### src/hw/cmd_pkg.sv
// Purpose: constants for the serial command decoder of a four-channel codec
// Assumes: 100 MHz system clock, 2.048 MHz chopper reference from outside
// Notes:   command codes, field positions and reset values
package cmd_pkg;
    localparam int          NCH          = 4;
    localparam logic [7:0]  CMD_HW_RESET = 8'h04;
    localparam logic [7:0]  CMD_NOP      = 8'h06;
    localparam logic [7:0]  CMD_ACTIVATE = 8'h0E;
    localparam logic [6:0]  CMD_TX_SLOT  = 7'h20;  // 40h/41h, bit 0 is read
    localparam logic [6:0]  CMD_RX_SLOT  = 7'h21;  // 42h/43h
    localparam logic [6:0]  CMD_CLK_SLOT = 7'h22;  // 44h/45h
    localparam logic [6:0]  CMD_CONFIG   = 7'h23;  // 46h/47h
    localparam logic [7:0]  CLK_SLOT_RST = 8'h00;
    localparam logic [7:0]  CONFIG_RST   = 8'h9A;
    localparam logic [3:0]  CH_EN_RST    = 4'hF;
    localparam int          HWY_BIT      = 7;
    localparam int          BOTH_HWY_BIT = 7;
    localparam int          TX_EDGE_BIT  = 6;
    localparam int          RX_CSLOT_LSB = 3;
    localparam int          TX_CSLOT_LSB = 0;
    localparam int          IRQ_STY_BIT  = 7;
    localparam int          CHOP_BIT     = 6;
    localparam int          SIG_BIT      = 5;
    localparam int          CLKSRC_BIT   = 4;
    localparam logic [2:0]  CHOP_DIV_A   = 3'h7;   // divide by 8, count 0..7
    localparam logic [2:0]  CHOP_DIV_B   = 3'h6;   // divide by 7, count 0..6
    localparam logic [1:0]  FRAMES_WAIT  = 2'h2;
    localparam logic [2:0]  BITS_LAST    = 3'h7;
    localparam logic [15:0] FREQ_1536    = 16'h0600; // kHz
    localparam logic [15:0] FREQ_1544    = 16'h0608;
    localparam logic [15:0] FREQ_2048    = 16'h0800;
    typedef enum logic [2:0] {
        CMD_ST_CMD  = 3'b001,
        CMD_ST_WR   = 3'b010,
        CMD_ST_RD   = 3'b100
    } cmd_state_t;
endpackage

### src/hw/cmd_decoder.sv
// Purpose: serial host command decoder for reset, activate, slot and config bytes
// Assumes: byte-framed serial link, pins synchronised here to clk_i
// Notes:   one byte per chip-select low period; channel enables held externally
`timescale 1ns/10ps
module cmd_decoder
    import cmd_pkg::*;
(
    input  wire logic                 clk_i,
    input  wire logic                 nrst_i,
    input  wire logic                 sel_n_i,
    input  wire logic                 dclk_i,
    input  wire logic                 dio_i,
    input  wire logic                 frame_sync_pulse_i,
    input  wire logic                 chop_ref_i,
    input  wire logic [cmd_pkg::NCH-1:0] ch_enable_i,
    output logic                      dio_o,
    output logic                      dio_oe_o,
    output logic [cmd_pkg::NCH-1:0]   channel_active_status_o,
    output logic [cmd_pkg::NCH-1:0]   pcm_tx_valid_o,
    output logic [cmd_pkg::NCH-1:0]   tx_hwy_a_en_o,
    output logic [cmd_pkg::NCH-1:0]   tx_hwy_b_en_o,
    output logic [cmd_pkg::NCH-1:0]   rx_hwy_b_sel_o,
    output logic [cmd_pkg::NCH*7-1:0] tx_time_slot_o,
    output logic [cmd_pkg::NCH*7-1:0] rx_time_slot_o,
    output logic                      tx_clock_edge_o,
    output logic [2:0]                rx_clock_slot_o,
    output logic [2:0]                tx_clock_slot_o,
    output logic                      irq_output_style_o,
    output logic                      chopper_clk_o,
    output logic                      pcm_signaling_on_o,
    output logic                      master_clock_source_o,
    output logic                      e1_mux_allowed_o,
    output logic [15:0]               master_freq_khz_o,
    output logic                      freq_reserved_o,
    output logic                      internal_reset_o
);
    import cmd_pkg::*;

    // pin synchronisers: two flops each, first read only by second
    logic [4:0] sy1_q, sy2_q;
    logic       dclk_prev_q, sel_prev_q;
    always_ff @(posedge clk_i or negedge nrst_i) begin
        if (!nrst_i) begin
            // pin idle levels, so no false edge follows reset
            sy1_q <= 5'h18;
            sy2_q <= 5'h18;
        end else begin
            sy1_q <= {sel_n_i, dclk_i, dio_i, frame_sync_pulse_i, chop_ref_i};
            sy2_q <= sy1_q;
        end
    end
    wire sel_n_s = sy2_q[4];
    wire dclk_s  = sy2_q[3];
    wire dio_s   = sy2_q[2];
    wire fsync_s = sy2_q[1];
    wire chop_s  = sy2_q[0];

    // command reset acts like the pin on registers: a soft reset flop clears registers, activation and divider next cycle, not the shifter
    logic soft_rst_q;                                        
    wire  rst_all  = soft_rst_q;

    logic       fsync_prev_q, chop_prev_q;
    wire dclk_rise = dclk_s & ~dclk_prev_q;
    wire dclk_fall = ~dclk_s & dclk_prev_q;
    wire sel_start = ~sel_n_s & sel_prev_q;
    wire sel_end   = sel_n_s & ~sel_prev_q;
    wire fsync_rise = fsync_s & ~fsync_prev_q;
    wire chop_rise = chop_s & ~chop_prev_q;

    // byte shifter; only the last 8 rising edges of a frame count
    logic [7:0] sh_q;
    logic [4:0] nbits_q;
    always_ff @(posedge clk_i or negedge nrst_i) begin
        if (!nrst_i) begin
            dclk_prev_q <= 1'b1;
            sel_prev_q  <= 1'b1;
            fsync_prev_q <= 1'b0;
            chop_prev_q <= 1'b0;
            sh_q        <= 8'h00;
            nbits_q     <= 5'h00;
        end else begin
            dclk_prev_q <= dclk_s;
            sel_prev_q  <= sel_n_s;
            fsync_prev_q <= fsync_s;
            chop_prev_q <= chop_s;
            if (sel_start)
                nbits_q <= 5'h00;
            else if (!sel_n_s && dclk_rise) begin
                sh_q <= {sh_q[6:0], dio_s};
                if (nbits_q != 5'h1F)
                    nbits_q <= nbits_q + 5'h01;
            end
        end
    end
    wire byte_ok   = sel_end && nbits_q >= 5'h08 && nbits_q < 5'h10;
    wire long_rst  = sel_end && nbits_q >= 5'h10;

    // register file
    cmd_state_t  st_q;
    logic [6:0]  op_q;
    logic [7:0]  tx_reg_q [NCH];
    logic [7:0]  rx_reg_q [NCH];
    logic [7:0]  cslot_q, cfg_q, rd_q;
    logic [NCH-1:0] act_q;
    logic [1:0]  fcnt_q [NCH];
    wire any_en  = |ch_enable_i;

    function automatic int first_en(input logic [NCH-1:0] en);
        first_en = 0;
        for (int i = NCH - 1; i >= 0; i--)
            if (en[i]) first_en = i;
    endfunction

    wire [1:0] fe   = 2'(first_en(ch_enable_i));
    wire is_cmd     = st_q == CMD_ST_CMD && byte_ok;
    wire is_wr      = st_q == CMD_ST_WR && byte_ok;
    wire glob_ok    = sh_q[7:1] == CMD_CONFIG
                    || (sh_q[7:1] == CMD_CLK_SLOT && any_en);
    wire chan_cmd   = sh_q[7:1] == CMD_TX_SLOT || sh_q[7:1] == CMD_RX_SLOT;
    wire data_cmd   = (chan_cmd && any_en) || glob_ok;
    wire [7:0] rd_sel = op_q == CMD_TX_SLOT ? tx_reg_q[fe] :
                        op_q == CMD_RX_SLOT ? rx_reg_q[fe] :
                        op_q == CMD_CLK_SLOT ? cslot_q : cfg_q;

    always_ff @(posedge clk_i or negedge nrst_i) begin
        if (!nrst_i)
            soft_rst_q <= 1'b0;
        else
            soft_rst_q <= (is_cmd && sh_q == CMD_HW_RESET) || long_rst;
    end

    always_ff @(posedge clk_i or negedge nrst_i) begin
        if (!nrst_i) begin
            st_q    <= CMD_ST_CMD;
            op_q    <= 7'h00;
            cslot_q <= CLK_SLOT_RST;
            cfg_q   <= CONFIG_RST;
            rd_q    <= 8'h00;
        end else if (rst_all) begin
            st_q    <= CMD_ST_CMD;
            op_q    <= 7'h00;
            cslot_q <= CLK_SLOT_RST;
            cfg_q   <= CONFIG_RST;
            rd_q    <= 8'h00;
        end else begin
            unique case (st_q)
                CMD_ST_CMD: if (byte_ok && data_cmd) begin
                    op_q <= sh_q[7:1];
                    if (sh_q[0]) begin
                        st_q <= CMD_ST_RD;
                        rd_q <= 8'h00;
                    end else
                        st_q <= CMD_ST_WR;
                end
                CMD_ST_WR: if (byte_ok) begin
                    if (op_q == CMD_CLK_SLOT) cslot_q <= sh_q;
                    if (op_q == CMD_CONFIG)   cfg_q   <= sh_q;
                    st_q <= CMD_ST_CMD;
                end
                CMD_ST_RD: begin
                    if (sel_start) rd_q <= rd_sel;
                    else if (!sel_n_s && dclk_fall) rd_q <= {rd_q[6:0], 1'b0};
                    if (sel_end && nbits_q >= 5'h08) st_q <= CMD_ST_CMD;
                end
                default: st_q <= CMD_ST_CMD;
            endcase
        end
    end

    // per-channel registers and activation
    genvar g;
    generate
        for (g = 0; g < NCH; g++) begin : g_ch
            always_ff @(posedge clk_i or negedge nrst_i) begin
                if (!nrst_i) begin
                    tx_reg_q[g] <= 8'(g);
                    rx_reg_q[g] <= 8'(g);
                    act_q[g]    <= 1'b0;
                    fcnt_q[g]   <= 2'h0;
                end else if (rst_all) begin
                    tx_reg_q[g] <= 8'(g);
                    rx_reg_q[g] <= 8'(g);
                    act_q[g]    <= 1'b0;
                    fcnt_q[g]   <= 2'h0;
                end else begin
                    if (is_wr && ch_enable_i[g] && op_q == CMD_TX_SLOT)
                        tx_reg_q[g] <= sh_q;
                    if (is_wr && ch_enable_i[g] && op_q == CMD_RX_SLOT)
                        rx_reg_q[g] <= sh_q;
                    if (is_cmd && sh_q == CMD_ACTIVATE && ch_enable_i[g]) begin
                        act_q[g]  <= 1'b1;
                        fcnt_q[g] <= 2'h0;
                    end else if (act_q[g] && fsync_rise && fcnt_q[g] != FRAMES_WAIT)
                        fcnt_q[g] <= fcnt_q[g] + 2'h1;
                end
            end
        end
    endgenerate

    // chopper divider from 2048 kHz reference
    logic [2:0] chop_cnt_q;
    logic       chop_q;
    wire  [2:0] chop_top = cfg_q[CHOP_BIT] ? CHOP_DIV_B : CHOP_DIV_A;
    always_ff @(posedge clk_i or negedge nrst_i) begin
        if (!nrst_i) begin
            chop_cnt_q <= 3'h0;
            chop_q     <= 1'b0;
        end else if (rst_all) begin
            // command reset restarts the divider just as the pin does
            chop_cnt_q <= 3'h0;
            chop_q     <= 1'b0;
        end else if (chop_rise) begin
            chop_cnt_q <= chop_cnt_q >= chop_top ? 3'h0 : chop_cnt_q + 3'h1;
            chop_q     <= chop_cnt_q < {1'b0, chop_top[2:1]} + 3'h1;
        end
    end

    // frequency decode, global
    wire [15:0] base = cfg_q[1:0] == 2'h0 ? FREQ_1536 :
                       cfg_q[1:0] == 2'h1 ? FREQ_1544 : FREQ_2048;
    wire [15:0] freq = base << cfg_q[3:2];
    wire        frsv = cfg_q[1:0] == 2'h3 || cfg_q[3:2] == 2'h3;

    // output flops
    always_ff @(posedge clk_i or negedge nrst_i) begin
        if (!nrst_i) begin
            dio_o <= 1'b0; dio_oe_o <= 1'b0;
            channel_active_status_o <= '0; pcm_tx_valid_o <= '0;
            tx_hwy_a_en_o <= '0; tx_hwy_b_en_o <= '0; rx_hwy_b_sel_o <= '0;
            tx_time_slot_o <= '0; rx_time_slot_o <= '0;
            tx_clock_edge_o <= 1'b0; rx_clock_slot_o <= 3'h0; tx_clock_slot_o <= 3'h0;
            irq_output_style_o <= 1'b0; chopper_clk_o <= 1'b0;
            pcm_signaling_on_o <= 1'b0; master_clock_source_o <= 1'b0;
            e1_mux_allowed_o <= 1'b0; master_freq_khz_o <= 16'h0000;
            freq_reserved_o <= 1'b0; internal_reset_o <= 1'b0;
        end else begin
            dio_o    <= rd_q[7];
            dio_oe_o <= st_q == CMD_ST_RD && !sel_n_s;
            channel_active_status_o <= act_q;
            for (int i = 0; i < NCH; i++) begin
                pcm_tx_valid_o[i] <= act_q[i] && fcnt_q[i] == FRAMES_WAIT;
                tx_hwy_a_en_o[i]  <= cslot_q[BOTH_HWY_BIT] || !tx_reg_q[i][HWY_BIT];
                tx_hwy_b_en_o[i]  <= cslot_q[BOTH_HWY_BIT] || tx_reg_q[i][HWY_BIT];
                rx_hwy_b_sel_o[i] <= rx_reg_q[i][HWY_BIT];
                tx_time_slot_o[i*7 +: 7] <= tx_reg_q[i][6:0];
                rx_time_slot_o[i*7 +: 7] <= rx_reg_q[i][6:0];
            end
            tx_clock_edge_o       <= cslot_q[TX_EDGE_BIT];
            rx_clock_slot_o       <= cslot_q[RX_CSLOT_LSB +: 3];
            tx_clock_slot_o       <= cslot_q[TX_CSLOT_LSB +: 3];
            irq_output_style_o    <= cfg_q[IRQ_STY_BIT];
            chopper_clk_o         <= chop_q;
            pcm_signaling_on_o    <= cfg_q[SIG_BIT];
            master_clock_source_o <= cfg_q[CLKSRC_BIT];
            e1_mux_allowed_o      <= cfg_q[CLKSRC_BIT];
            master_freq_khz_o     <= freq;
            freq_reserved_o       <= frsv;
            internal_reset_o      <= rst_all;
        end
    end

    property p_cfg_reset;
        @(posedge clk_i) disable iff (!nrst_i) $rose(soft_rst_q) |=> cfg_q == CONFIG_RST && cslot_q == 8'h00;
    endproperty
    a_cfg_reset: assert property (p_cfg_reset) else $error("config not reset");
    property p_act;
        @(posedge clk_i) disable iff (!nrst_i)
            is_cmd && sh_q == CMD_ACTIVATE && ch_enable_i[0] && !rst_all |=> act_q[0] ##1 !pcm_tx_valid_o[0];
    endproperty
    a_act: assert property (p_act) else $error("activate wrong");
    property p_glob;
        @(posedge clk_i) disable iff (!nrst_i)
            is_cmd && sh_q[7:1] == CMD_CLK_SLOT && !any_en |=> st_q == CMD_ST_CMD;
    endproperty
    a_glob: assert property (p_glob) else $error("clock slot accessed unenabled");
    property p_both;
        @(posedge clk_i) disable iff (!nrst_i) cslot_q[BOTH_HWY_BIT] |-> ##1 tx_hwy_a_en_o[1] && tx_hwy_b_en_o[1];
    endproperty
    a_both: assert property (p_both) else $error("both highways off");
    property p_nop;
        @(posedge clk_i) disable iff (!nrst_i)
            is_cmd && sh_q == CMD_NOP && !rst_all |=> $stable(cfg_q) && $stable(cslot_q) && $stable(act_q)
                && $stable(tx_reg_q[0]) && st_q == CMD_ST_CMD;
    endproperty
    a_nop: assert property (p_nop) else $error("nop changed state");
    property p_slot_rst;
        @(posedge clk_i) disable iff (!nrst_i)
            $rose(soft_rst_q) |=> tx_reg_q[0] == 8'h00 && rx_reg_q[3] == 8'h03 && act_q == '0;
    endproperty
    a_slot_rst: assert property (p_slot_rst) else $error("slots not reset");
    property p_txv_wait;
        @(posedge clk_i) disable iff (!nrst_i)
            $rose(act_q[2]) |=> !pcm_tx_valid_o[2] ##1 !pcm_tx_valid_o[2];
    endproperty
    a_txv_wait: assert property (p_txv_wait) else $error("valid too early after activate");
endmodule

### config.mk
export PLATFORM = sky130hd
export DESIGN_NAME = cmd_decoder
export DESIGN_NICKNAME = d
export VERILOG_FILES = /design/src/hw/cmd_pkg.sv /design/src/hw/cmd_decoder.sv
export SDC_FILE = /design/constraint.sdc
export NUM_CORES = 1
export LEC_CHECK = 0
export ABC_CLOCK_PERIOD_IN_PS = 3700
export BUFFER_PORTS_ARGS = -buffer_cell sky130_fd_sc_hd__buf_2
export CORE_MARGIN = 2
export CORE_UTILIZATION = 43
export DETAILED_ROUTE_END_ITERATION = 10
export PLACE_DENSITY = 0.6
export SLEW_MARGIN = 20
export SYNTH_ARGS = -nofsm -noshare
export SYNTH_HDL_FRONTEND = slang
export SYNTH_SLANG_ARGS = --single-unit
### constraint.sdc
create_clock -name clk_i -period 3.7 [get_ports clk_i]
set_input_delay 0.37 -clock clk_i [delete_from_list [all_inputs] [get_ports clk_i]]
set_output_delay 0.37 -clock clk_i [all_outputs]
set_load 0.005 [all_outputs]
# Word level (Yosys, flattened, before mapping)
# Index checks and enable logic that the tools add are counted.
word_totals:
  ff_bits: 249
  inputBits: 11
  elab_cells: 286
  output_inout_bits: 108
classes:
  muxes: 83
  n_reduce_logical: 94
  n_eq_ne: 30
  shifts: 1
  addsub: 7
  n_lt_le_gt_ge: 6
  bitwise: 14
op_table:
  columns: ["op", "n"]
  rows:
  - ["$mux W8", 36]
  - ["$eq A7 B6 Y1 const B", 8]
  - ["$reduce_bool A2 Y1", 21]
  - ["$logic_and A1 B1 Y1", 41]
  - ["$bmux W8 S2", 2]
  - ["$mux W2", 16]
  - ["$mux W12", 2]
  - ["$mux W3", 8]
  - ["$mux W7", 3]
  - ["$pmux W8 S2", 1]
  - ["$shl A12 B2 Y16", 1]
  - ["$mux W5", 3]
  - ["$reduce_bool A3 Y1", 5]
  - ["$logic_or A1 B1 Y1", 13]
  - ["$eq A2 B2 Y1 const B", 6]
  - ["$mux W1", 11]
  - ["$ne A3 B3 Y1 const B", 3]
  - ["$pmux W3 S3", 1]
  - ["$reduce_and A3 Y1", 3]
  - ["$add A2 B1 Y2 const B", 4]
  - ["$eq A8 B3 Y1 const B", 1]
  - ["$eq A8 B4 Y1 const B", 1]
  - ["$ne A2 B2 Y1 const B", 4]
  - ["$not A1 Y1", 7]
  - ["23 further kinds", 34]

# Logic depth before layout (Yosys ltp)
# Gate-level depths: netlist of run 1.
depth:
  depth_word: 13
  mapped_depth: 9
  ltp_nobuf: 7

# Worst setup path after synthesis of run 1
# Ideal clock, no wire load.
synth_timing:
  kind: "register -> register"
  start: "reg st_q[1]"
  end: "reg rd_q[2]"
  slack_ns: 1.676
  t_arrival_ns: 1.948
  t_required_ns: 3.624
  setup_ns: 0.076
  stages_incl_launch_ff: 9
  synth_period_minus_slack_ns: 2.024
  path_buffers: 2
  cell_sequence: "dfrtp_1 -> nor4b_4 -> o21ai_1 -> or2_1 -> buf_6 -> or3_1 -> buf_2 -> a311o_1 -> o21ai_1"
synth_via:
  elab_chain_len: 3
  word_cells_on_any_way: 9
  cone_classes: "eq/ne: 5; mux: 2; reduce/logical: 2"
synth_rtl:
  columns: ["element", "line", "text"]
  rows:
  - ["start: declaration", "cmd_decoder.sv:99", "cmd_state_t st_q;"]
  - ["start signal: assignment", "cmd_decoder.sv:134", "st_q <= CMD_ST_CMD;"]
  - ["start signal: assignment", "cmd_decoder.sv:140", "st_q <= CMD_ST_CMD;"]
  - ["start signal: assignment", "cmd_decoder.sv:150", "st_q <= CMD_ST_RD;"]
  - ["$eq A3 B3 Y1 / $eq A3 B1 Y1 (equally long branches)", "cmd_decoder.sv:146", "unique case (st_q)"]
  - ["$ne A4 B4 Y1 (no line) (tied with other cells)", null, null]
  - ["$reduce_and A4 Y1 (no line) / $mux W8 (equally long branches)", null, null]
  - ["end signal: assignment", "cmd_decoder.sv:161", "if (sel_start) rd_q <= rd_sel;"]
  - ["end signal: assignment", "cmd_decoder.sv:162", "else if (!sel_n_s && dclk_fall) rd_q <= {rd_q[6:0], 1'b0};"]
  - ["end: declaration", "cmd_decoder.sv:103", "logic [7:0] cslot_q, cfg_q, rd_q;"]
# Parallel ways exist; a longest one is shown, timed or not.
# A chain may end at the register's enable or synchronous reset.

# Worst setup path in the final report of run 1
layout_timing:
  start: "reg op_q[4]"
  end: "reg tx_reg_q[26] (netlist bit)"
layout_via:
  elab_chain_len: 3
layout_rtl:
  columns: ["element", "line", "text"]
  rows:
  - ["start: declaration", "cmd_decoder.sv:100", "logic [6:0] op_q;"]
  - ["start signal: assignment", "cmd_decoder.sv:148", "op_q <= sh_q[7:1];"]
  - ["$eq A7 B6 Y1", "cmd_decoder.sv:186", "if (is_wr && ch_enable_i[g] && op_q == CMD_TX_SLOT)"]
  - ["$logic_and A1 B1 Y1", "cmd_decoder.sv:186", null]
  - ["$reduce_bool A2 Y1 (no line)", null, null]
  - ["end signal: indexed assignment", "cmd_decoder.sv:176", "tx_reg_q[g] <= 8'(g);"]
  - ["end signal: indexed assignment", "cmd_decoder.sv:181", "tx_reg_q[g] <= 8'(g);"]
  - ["end signal: indexed assignment", "cmd_decoder.sv:187", "tx_reg_q[g] <= sh_q;"]
  - ["end: declaration", "cmd_decoder.sv:101", "logic [7:0] tx_reg_q [NCH];"]
# No other way between the ends.

==> results of run 1 <==
## registers in the layout, indices dropped and copies added, names as in the netlist, 10 cells and up
name and count:
tx_time_slot_o 28, tx_reg_q 32, rx_reg_q 32, master_freq_khz_o 10, rx_time_slot_o 28
## worst max-delay path: cells and delay by family, from the launching register on
kind            cells  cell delay, ps
compound gates      1              70
simple gates        5            2110
flops               1             370
## cells in the final DEF, fill, tap and decap left out, drive strengths merged, types with 9 or more instances in the layout
cell	count
inv	24
nand2b	11
nand2	158
nor3	11
mux2	9
clkbuf	37
a31oi	9
a21oi	91
dfrtp	224
nand3	46
and2	16
a211oi	9
dfstp	19
buf	119
o21ai	15
nor2	69
ha	11
mux2i	20
## area by class of cell
cell class                 instances  area, µm²  area share, %
clock buffer                      37        783           6.90
clock inverter                    11        148           1.30
inverter                          24       90.1          0.793
multi-input combinational        570       3170           27.9
sequential                       243       6110           53.8
tap                              280        350           3.09
timing repair buffer             125        708           6.24
## power breakdown
group	switching, mW	total, mW	internal (mW)
clock	1.08	2.77	1.69
combinational	0.159	0.249	0.0906
sequential	0.164	2.88	2.71
total	1.40	5.89	4.49
## worst max path at each step
stage | startpoint | to | slack (ps) | depth (start not counted)
floorplan | st_q[1] | rd_q[2] | 1680 | 8
global placement | sy2_q[4] | fcnt_q[3] | 1100 | 5
detailed placement | op_q[4] | tx_reg_q[17] | 1080 | 6
CTS | op_q[4] | tx_reg_q[2] | 1070 | 6
global route | op_q[6] | tx_reg_q[4] | 780 | 6
finish | op_q[4] | tx_reg_q[26] | 1010 | 6
## per-layer routing
metal  GRT usage (%)  part of all wire (%)  wire length, µm  vias up
li1                -                     -                -     3222
met1            31.0                    47            11300     3440
met2            30.5                    45            10900      216
met3            3.18                   6.0             1450       40
met4            5.99                   2.3              553        0
met5               0                     0                0        -
## cell families after synthesis
kind of cell    count (synthesis)  share of synthesized area, %
buf+inv                        88                          3.88
fa+ha+maj                      11                          1.43
compound gates                173                          11.1
simple gates                  344                          16.3
other cells                     1                        0.0390
xor+xnor                        7                         0.638
mux                            29                          3.14
flops                         243                          63.5
## timing repair
action,4_1_cts,5_1_grt
hold buffers,6,0
gates resized for setup,0,0
hold endpoints to repair,36,0
## stage by stage
step / instance area (µm²) / hold slack [ps] / util, %
final: 11400 / 250 / 51.9
after global routing: 11400 / 262 / 51.9
after CTS: 11400 / 233 / 51.9
after detailed placement: 10400 / 336 / 47.3
after global placement: 10400 / 331 / 47.3
after floorplan: 9630 / 74.4 / -
==> flow_summary.ini, run 1 <==
[outcome]
outcome = complete, no violations

[grt]
grt_max_degree = 128
antenna_found_initial = 0
grt_pass1_wl_um = 38200
grt_remaining_overflow = 0
first_global_vias = 6527
grt_usage_pct = 20.4

[run]
cap_viol_max_count = 0

[clock_network]
cts_tree = built
cts-root-buf = clkbuf_16
clkLatencyLatePin_ps = 540
htree_num_levels = 1
cts_sinks = 243
post-cts-setup-buffers = 0
clockBufferDepth = 3
cts_made_buffers = 26
clk_pin_slew_worst_paths_ps = 60

[placement]
dp_hpwl_um = 15600
io_buffers = 112
dp_cells = 1236
pre_cts_slack_ps = 1080
gp_congestion = 0.911

[pwr]
powerDensity_nw_per_um2 = 519
ir_worst_vdd_v = 0.000328
total_power_mw = 5.89
leakage_nw = 5.47

[sta]
post-route-min-period_ps = 2690
rsz0062_at_grt = false
fin_worst_skew_ps = 19.8
setup_viol = 0
max_freq_mhz = 371
hold_viol_final = 0
fin_ws_ps = 1010
worst_slew_pin_slew_ps = 1060
maxSlewViolCount = 0
slew_headroom_pct = 29.2
setup_tns_ps = 0
finalCritPeriodShare_pct = 72.8

[yosys]
synth_top_area_share_pct = 58.3
yosysWarnings = 0
synth_flop_cell = dfrtp_1
syn_area_per_cell_um2 = 10.7
synth_edf_count = 0
synthCells = 896
synthDistinctLibCells = 56
ys_top_cells_by_area = dfrtp_1, nand2_1, dfstp_2
postSynth.asyncResetShare_pct = 100
yosysTopAreaCell = dfrtp_1
synth-seq-cells = 243
ys_seq_area_share_pct = 63.5
syn_area_um2 = 9620
synthTopCellsByCount = dfrtp_1, nand2_1, a21oi_1, nor2_1, nand3_1
yosysMostFrequentCell = dfrtp_1

[critical_path]
reg2reg_from = op_q[4]
worstPathRequired_ps = 4090
critPathMaxFanout = 13
r2r_end = tx_reg_q[26]
worstPathArrival_ps = 3080
crit_chain = nor4_1, nand2_1, nor4_2, nand2_1, nand2_1, a21oi_1
crit_type = reg -> reg
r2r_cells = 6
end_kind = register
slowest_delay_ps = 830
crit_slowest_cell = nor4_2
critPathLaunchType = register
crit_top_cell = nand2_1
rrSetupSlack_ps = 1010

[final_layout]
layout.cells.non_filler = 1290
drive_above_1_share_pct = 20.0
nets = 1012
antenna_cells = 0
synthToLayoutAreaGrowth_pct = 18.1
n_fill_cell = 1975

[min_path]
hold_end = rx_reg_q[21]
hold_path.class = in -> reg
min_from = ch_enable_i[1]
min_path_cells = 3

[route]
first_pass_iters = 5
routed_wl_um = 24200
drc = 0
detail-route-antenna-nets = 0
via_per_inst = 5.36
vias = 6918
wl_per_cell_um = 18.7
drtIter0Drc = 580

[floorplanning]
start_util_pct = 43.9
rows = 54
core_um2 = 21900
ios = 119
die_area_um2 = 23600
dieWidth_um = 154
die_y_um = 154
(Power assumes the default switching activity.)
==> run 2: changes to the inputs <==
--- a/config.mk
+++ b/config.mk
@@ -5,7 +5,7 @@
 export SDC_FILE = /design/constraint.sdc
 export NUM_CORES = 1
 export LEC_CHECK = 0
-export ABC_CLOCK_PERIOD_IN_PS = 3700
+export ABC_CLOCK_PERIOD_IN_PS = 2600
 export BUFFER_PORTS_ARGS = -buffer_cell sky130_fd_sc_hd__buf_2
 export CORE_MARGIN = 2
 export CORE_UTILIZATION = 43
==> constraint.sdc (replaced) <==
create_clock -name clk_i -period 2.6 [get_ports clk_i]
set_input_delay 0.26 -clock clk_i [delete_from_list [all_inputs] [get_ports clk_i]]
set_output_delay 0.26 -clock clk_i [all_outputs]
set_load 0.005 [all_outputs]
==> run 2 against run 1 <==
  * Register-to-register slack got worse by 740 ps
  * Die area did not move
  * Fmax rose by 16%
  * Count of clock-buffer cells in the layout rose by 3
  * First-iteration DRC count rose by 26%
  * Flip-flop and latch count did not move
==> flow_summary.ini, run 2 (synthesis gave the netlist of run 1 again) <==
[critical_path]
worstPathRequired_ps = 3010
crit_slowest_cell = or3_1
critPathLaunchType = register
rrSetupSlack_ps = 270
slowest_delay_ps = 500
r2r_end = rd_q[4]
reg2reg_from = st_q[1]
worstPathArrival_ps = 2740
critPathMaxFanout = 9
crit_type = reg -> reg
crit_chain = nor4b_4, o21ai_1, or2_1, or3_1, o41ai_1
r2r_cells = 5
end_kind = register

[clock_network]
clkLatencyLatePin_ps = 520
clk_pin_slew_worst_paths_ps = 60
cts-root-buf = clkbuf_16
postCtsHoldBufs = 6
clockBufferDepth = 3
post-cts-setup-buffers = 0
htree_num_levels = 1
cts_made_buffers = 26
post_cts_resized = 0
cts_sinks = 243
cts_tree = built

[grt]
first_global_vias = 6694
grt_pass1_wl_um = 37900
grt_max_degree = 104
grt_remaining_overflow = 0
antenna_found_initial = 0
grt_usage_pct = 20.1

[final_layout]
drive_above_1_share_pct = 21.5
multi_input_area_um2 = 3170
final_util_pct = 52.8
largestRegisters = rx_reg_q (32), tx_reg_q (32)
n_fill_cell = 1971
antenna_cells = 0
final_common_cell = dfrtp_1
synthToLayoutAreaGrowth_pct = 20.1
layout_common_cells = dfrtp_1, nand2_1, buf_2, a21oi_1, nor2_1
regArea_um2 = 6110
nets = 1036

[sta]
maxSlewViolCount = 0
worst_slew_pin_slew_ps = 788
finalCritPeriodShare_pct = 89.6
slew_headroom_pct = 46.1
rsz0062_at_grt = false
hold_viol_final = 0
max_freq_mhz = 429
fin_ws_ps = 270
fin_worst_skew_ps = 9.08
setup_viol = 0
post-route-min-period_ps = 2330
setup_tns_ps = 0

[min_path]
hold_path.class = in -> reg
hold_end = rx_reg_q[24]
min_path_cells = 3
min_from = ch_enable_i[0]

[route]
wl_met2_um = 10500
wl_met3_um = 1280
vias = 6959
drc = 0
detail-route-antenna-nets = 0
wl_per_cell_um = 18.2
highest_layer = met4
wl_met1_um = 11400
via_per_inst = 5.30
routed_wl_um = 23900
drtIter0Drc = 732
first_pass_iters = 5

[floorplanning]
rows = 54
die_y_um = 154
ios = 119
start_util_pct = 43.9
die_area_um2 = 23600
core_um2 = 21900
dieWidth_um = 154

[pwr]
ir_worst_vdd_v = 0.000441
powerDensity_nw_per_um2 = 728
leakage_nw = 5.60

[run]
cap_viol_max_count = 0

[placement]
io_buffers = 112
gp_congestion = 0.862
pre_cts_slack_ps = 282
dp_hpwl_um = 15700

[outcome]
outcome = complete, no violations
run 2: cell type report:
type                       count  share of cell area, %
tap                          280                   3.03
clock inverter                 8                   1.21
inverter                      24                  0.780
multi-input combinational    570                   27.4
sequential                   243                   52.9
clock buffer                  40                   6.79
timing repair buffer         149                   7.91
run 2: how the worst max path moves through the flow:
stage                       start       to  slack, ps
after floorplan           st_q[1]  rd_q[2]        580
after global placement    st_q[1]  rd_q[4]        280
after detailed placement  st_q[1]  rd_q[4]        280
after CTS                 st_q[1]  rd_q[4]        260
after global routing      st_q[1]  rd_q[3]        140
final                     st_q[1]  rd_q[4]        270
run 2: metal layers:
| metal | GRT usage, % | vias up |
|---|---|---|
| met1 | 30.9 | 3410 |
| met5 | 0 | - |
| li1 | - | 3270 |
| met4 | 6.29 | 0 |
| met3 | 2.99 | 46 |
| met2 | 29.7 | 233 |
run 2: stage by stage:
step | power (mW) | area, µm² | cells | hold WS [ps]
after floorplan | 4.26 | 9630 | 901 | -35.6
after global placement | 4.56 | 10600 | 1260 | 240
after detailed placement | 4.56 | 10600 | 1260 | 238
after CTS | 8.49 | 11600 | 1314 | 47.0
after global routing | 8.70 | 11600 | 1314 | 63.8
final | 8.41 | 11600 | 1314 | 70.0
run 2: worst max-delay path: cells and delay by family (launching register included):
family             cells  cell delay [ps]
and+or+nand+nor        3             1200
AOI/OAI and AO/OA      2              560
DFF                    1              460
run 2: power breakdown:
group	switching, mW	internal, mW
logic	0.402	0.171
registers	0.0697	3.87
clock network	1.43	2.46
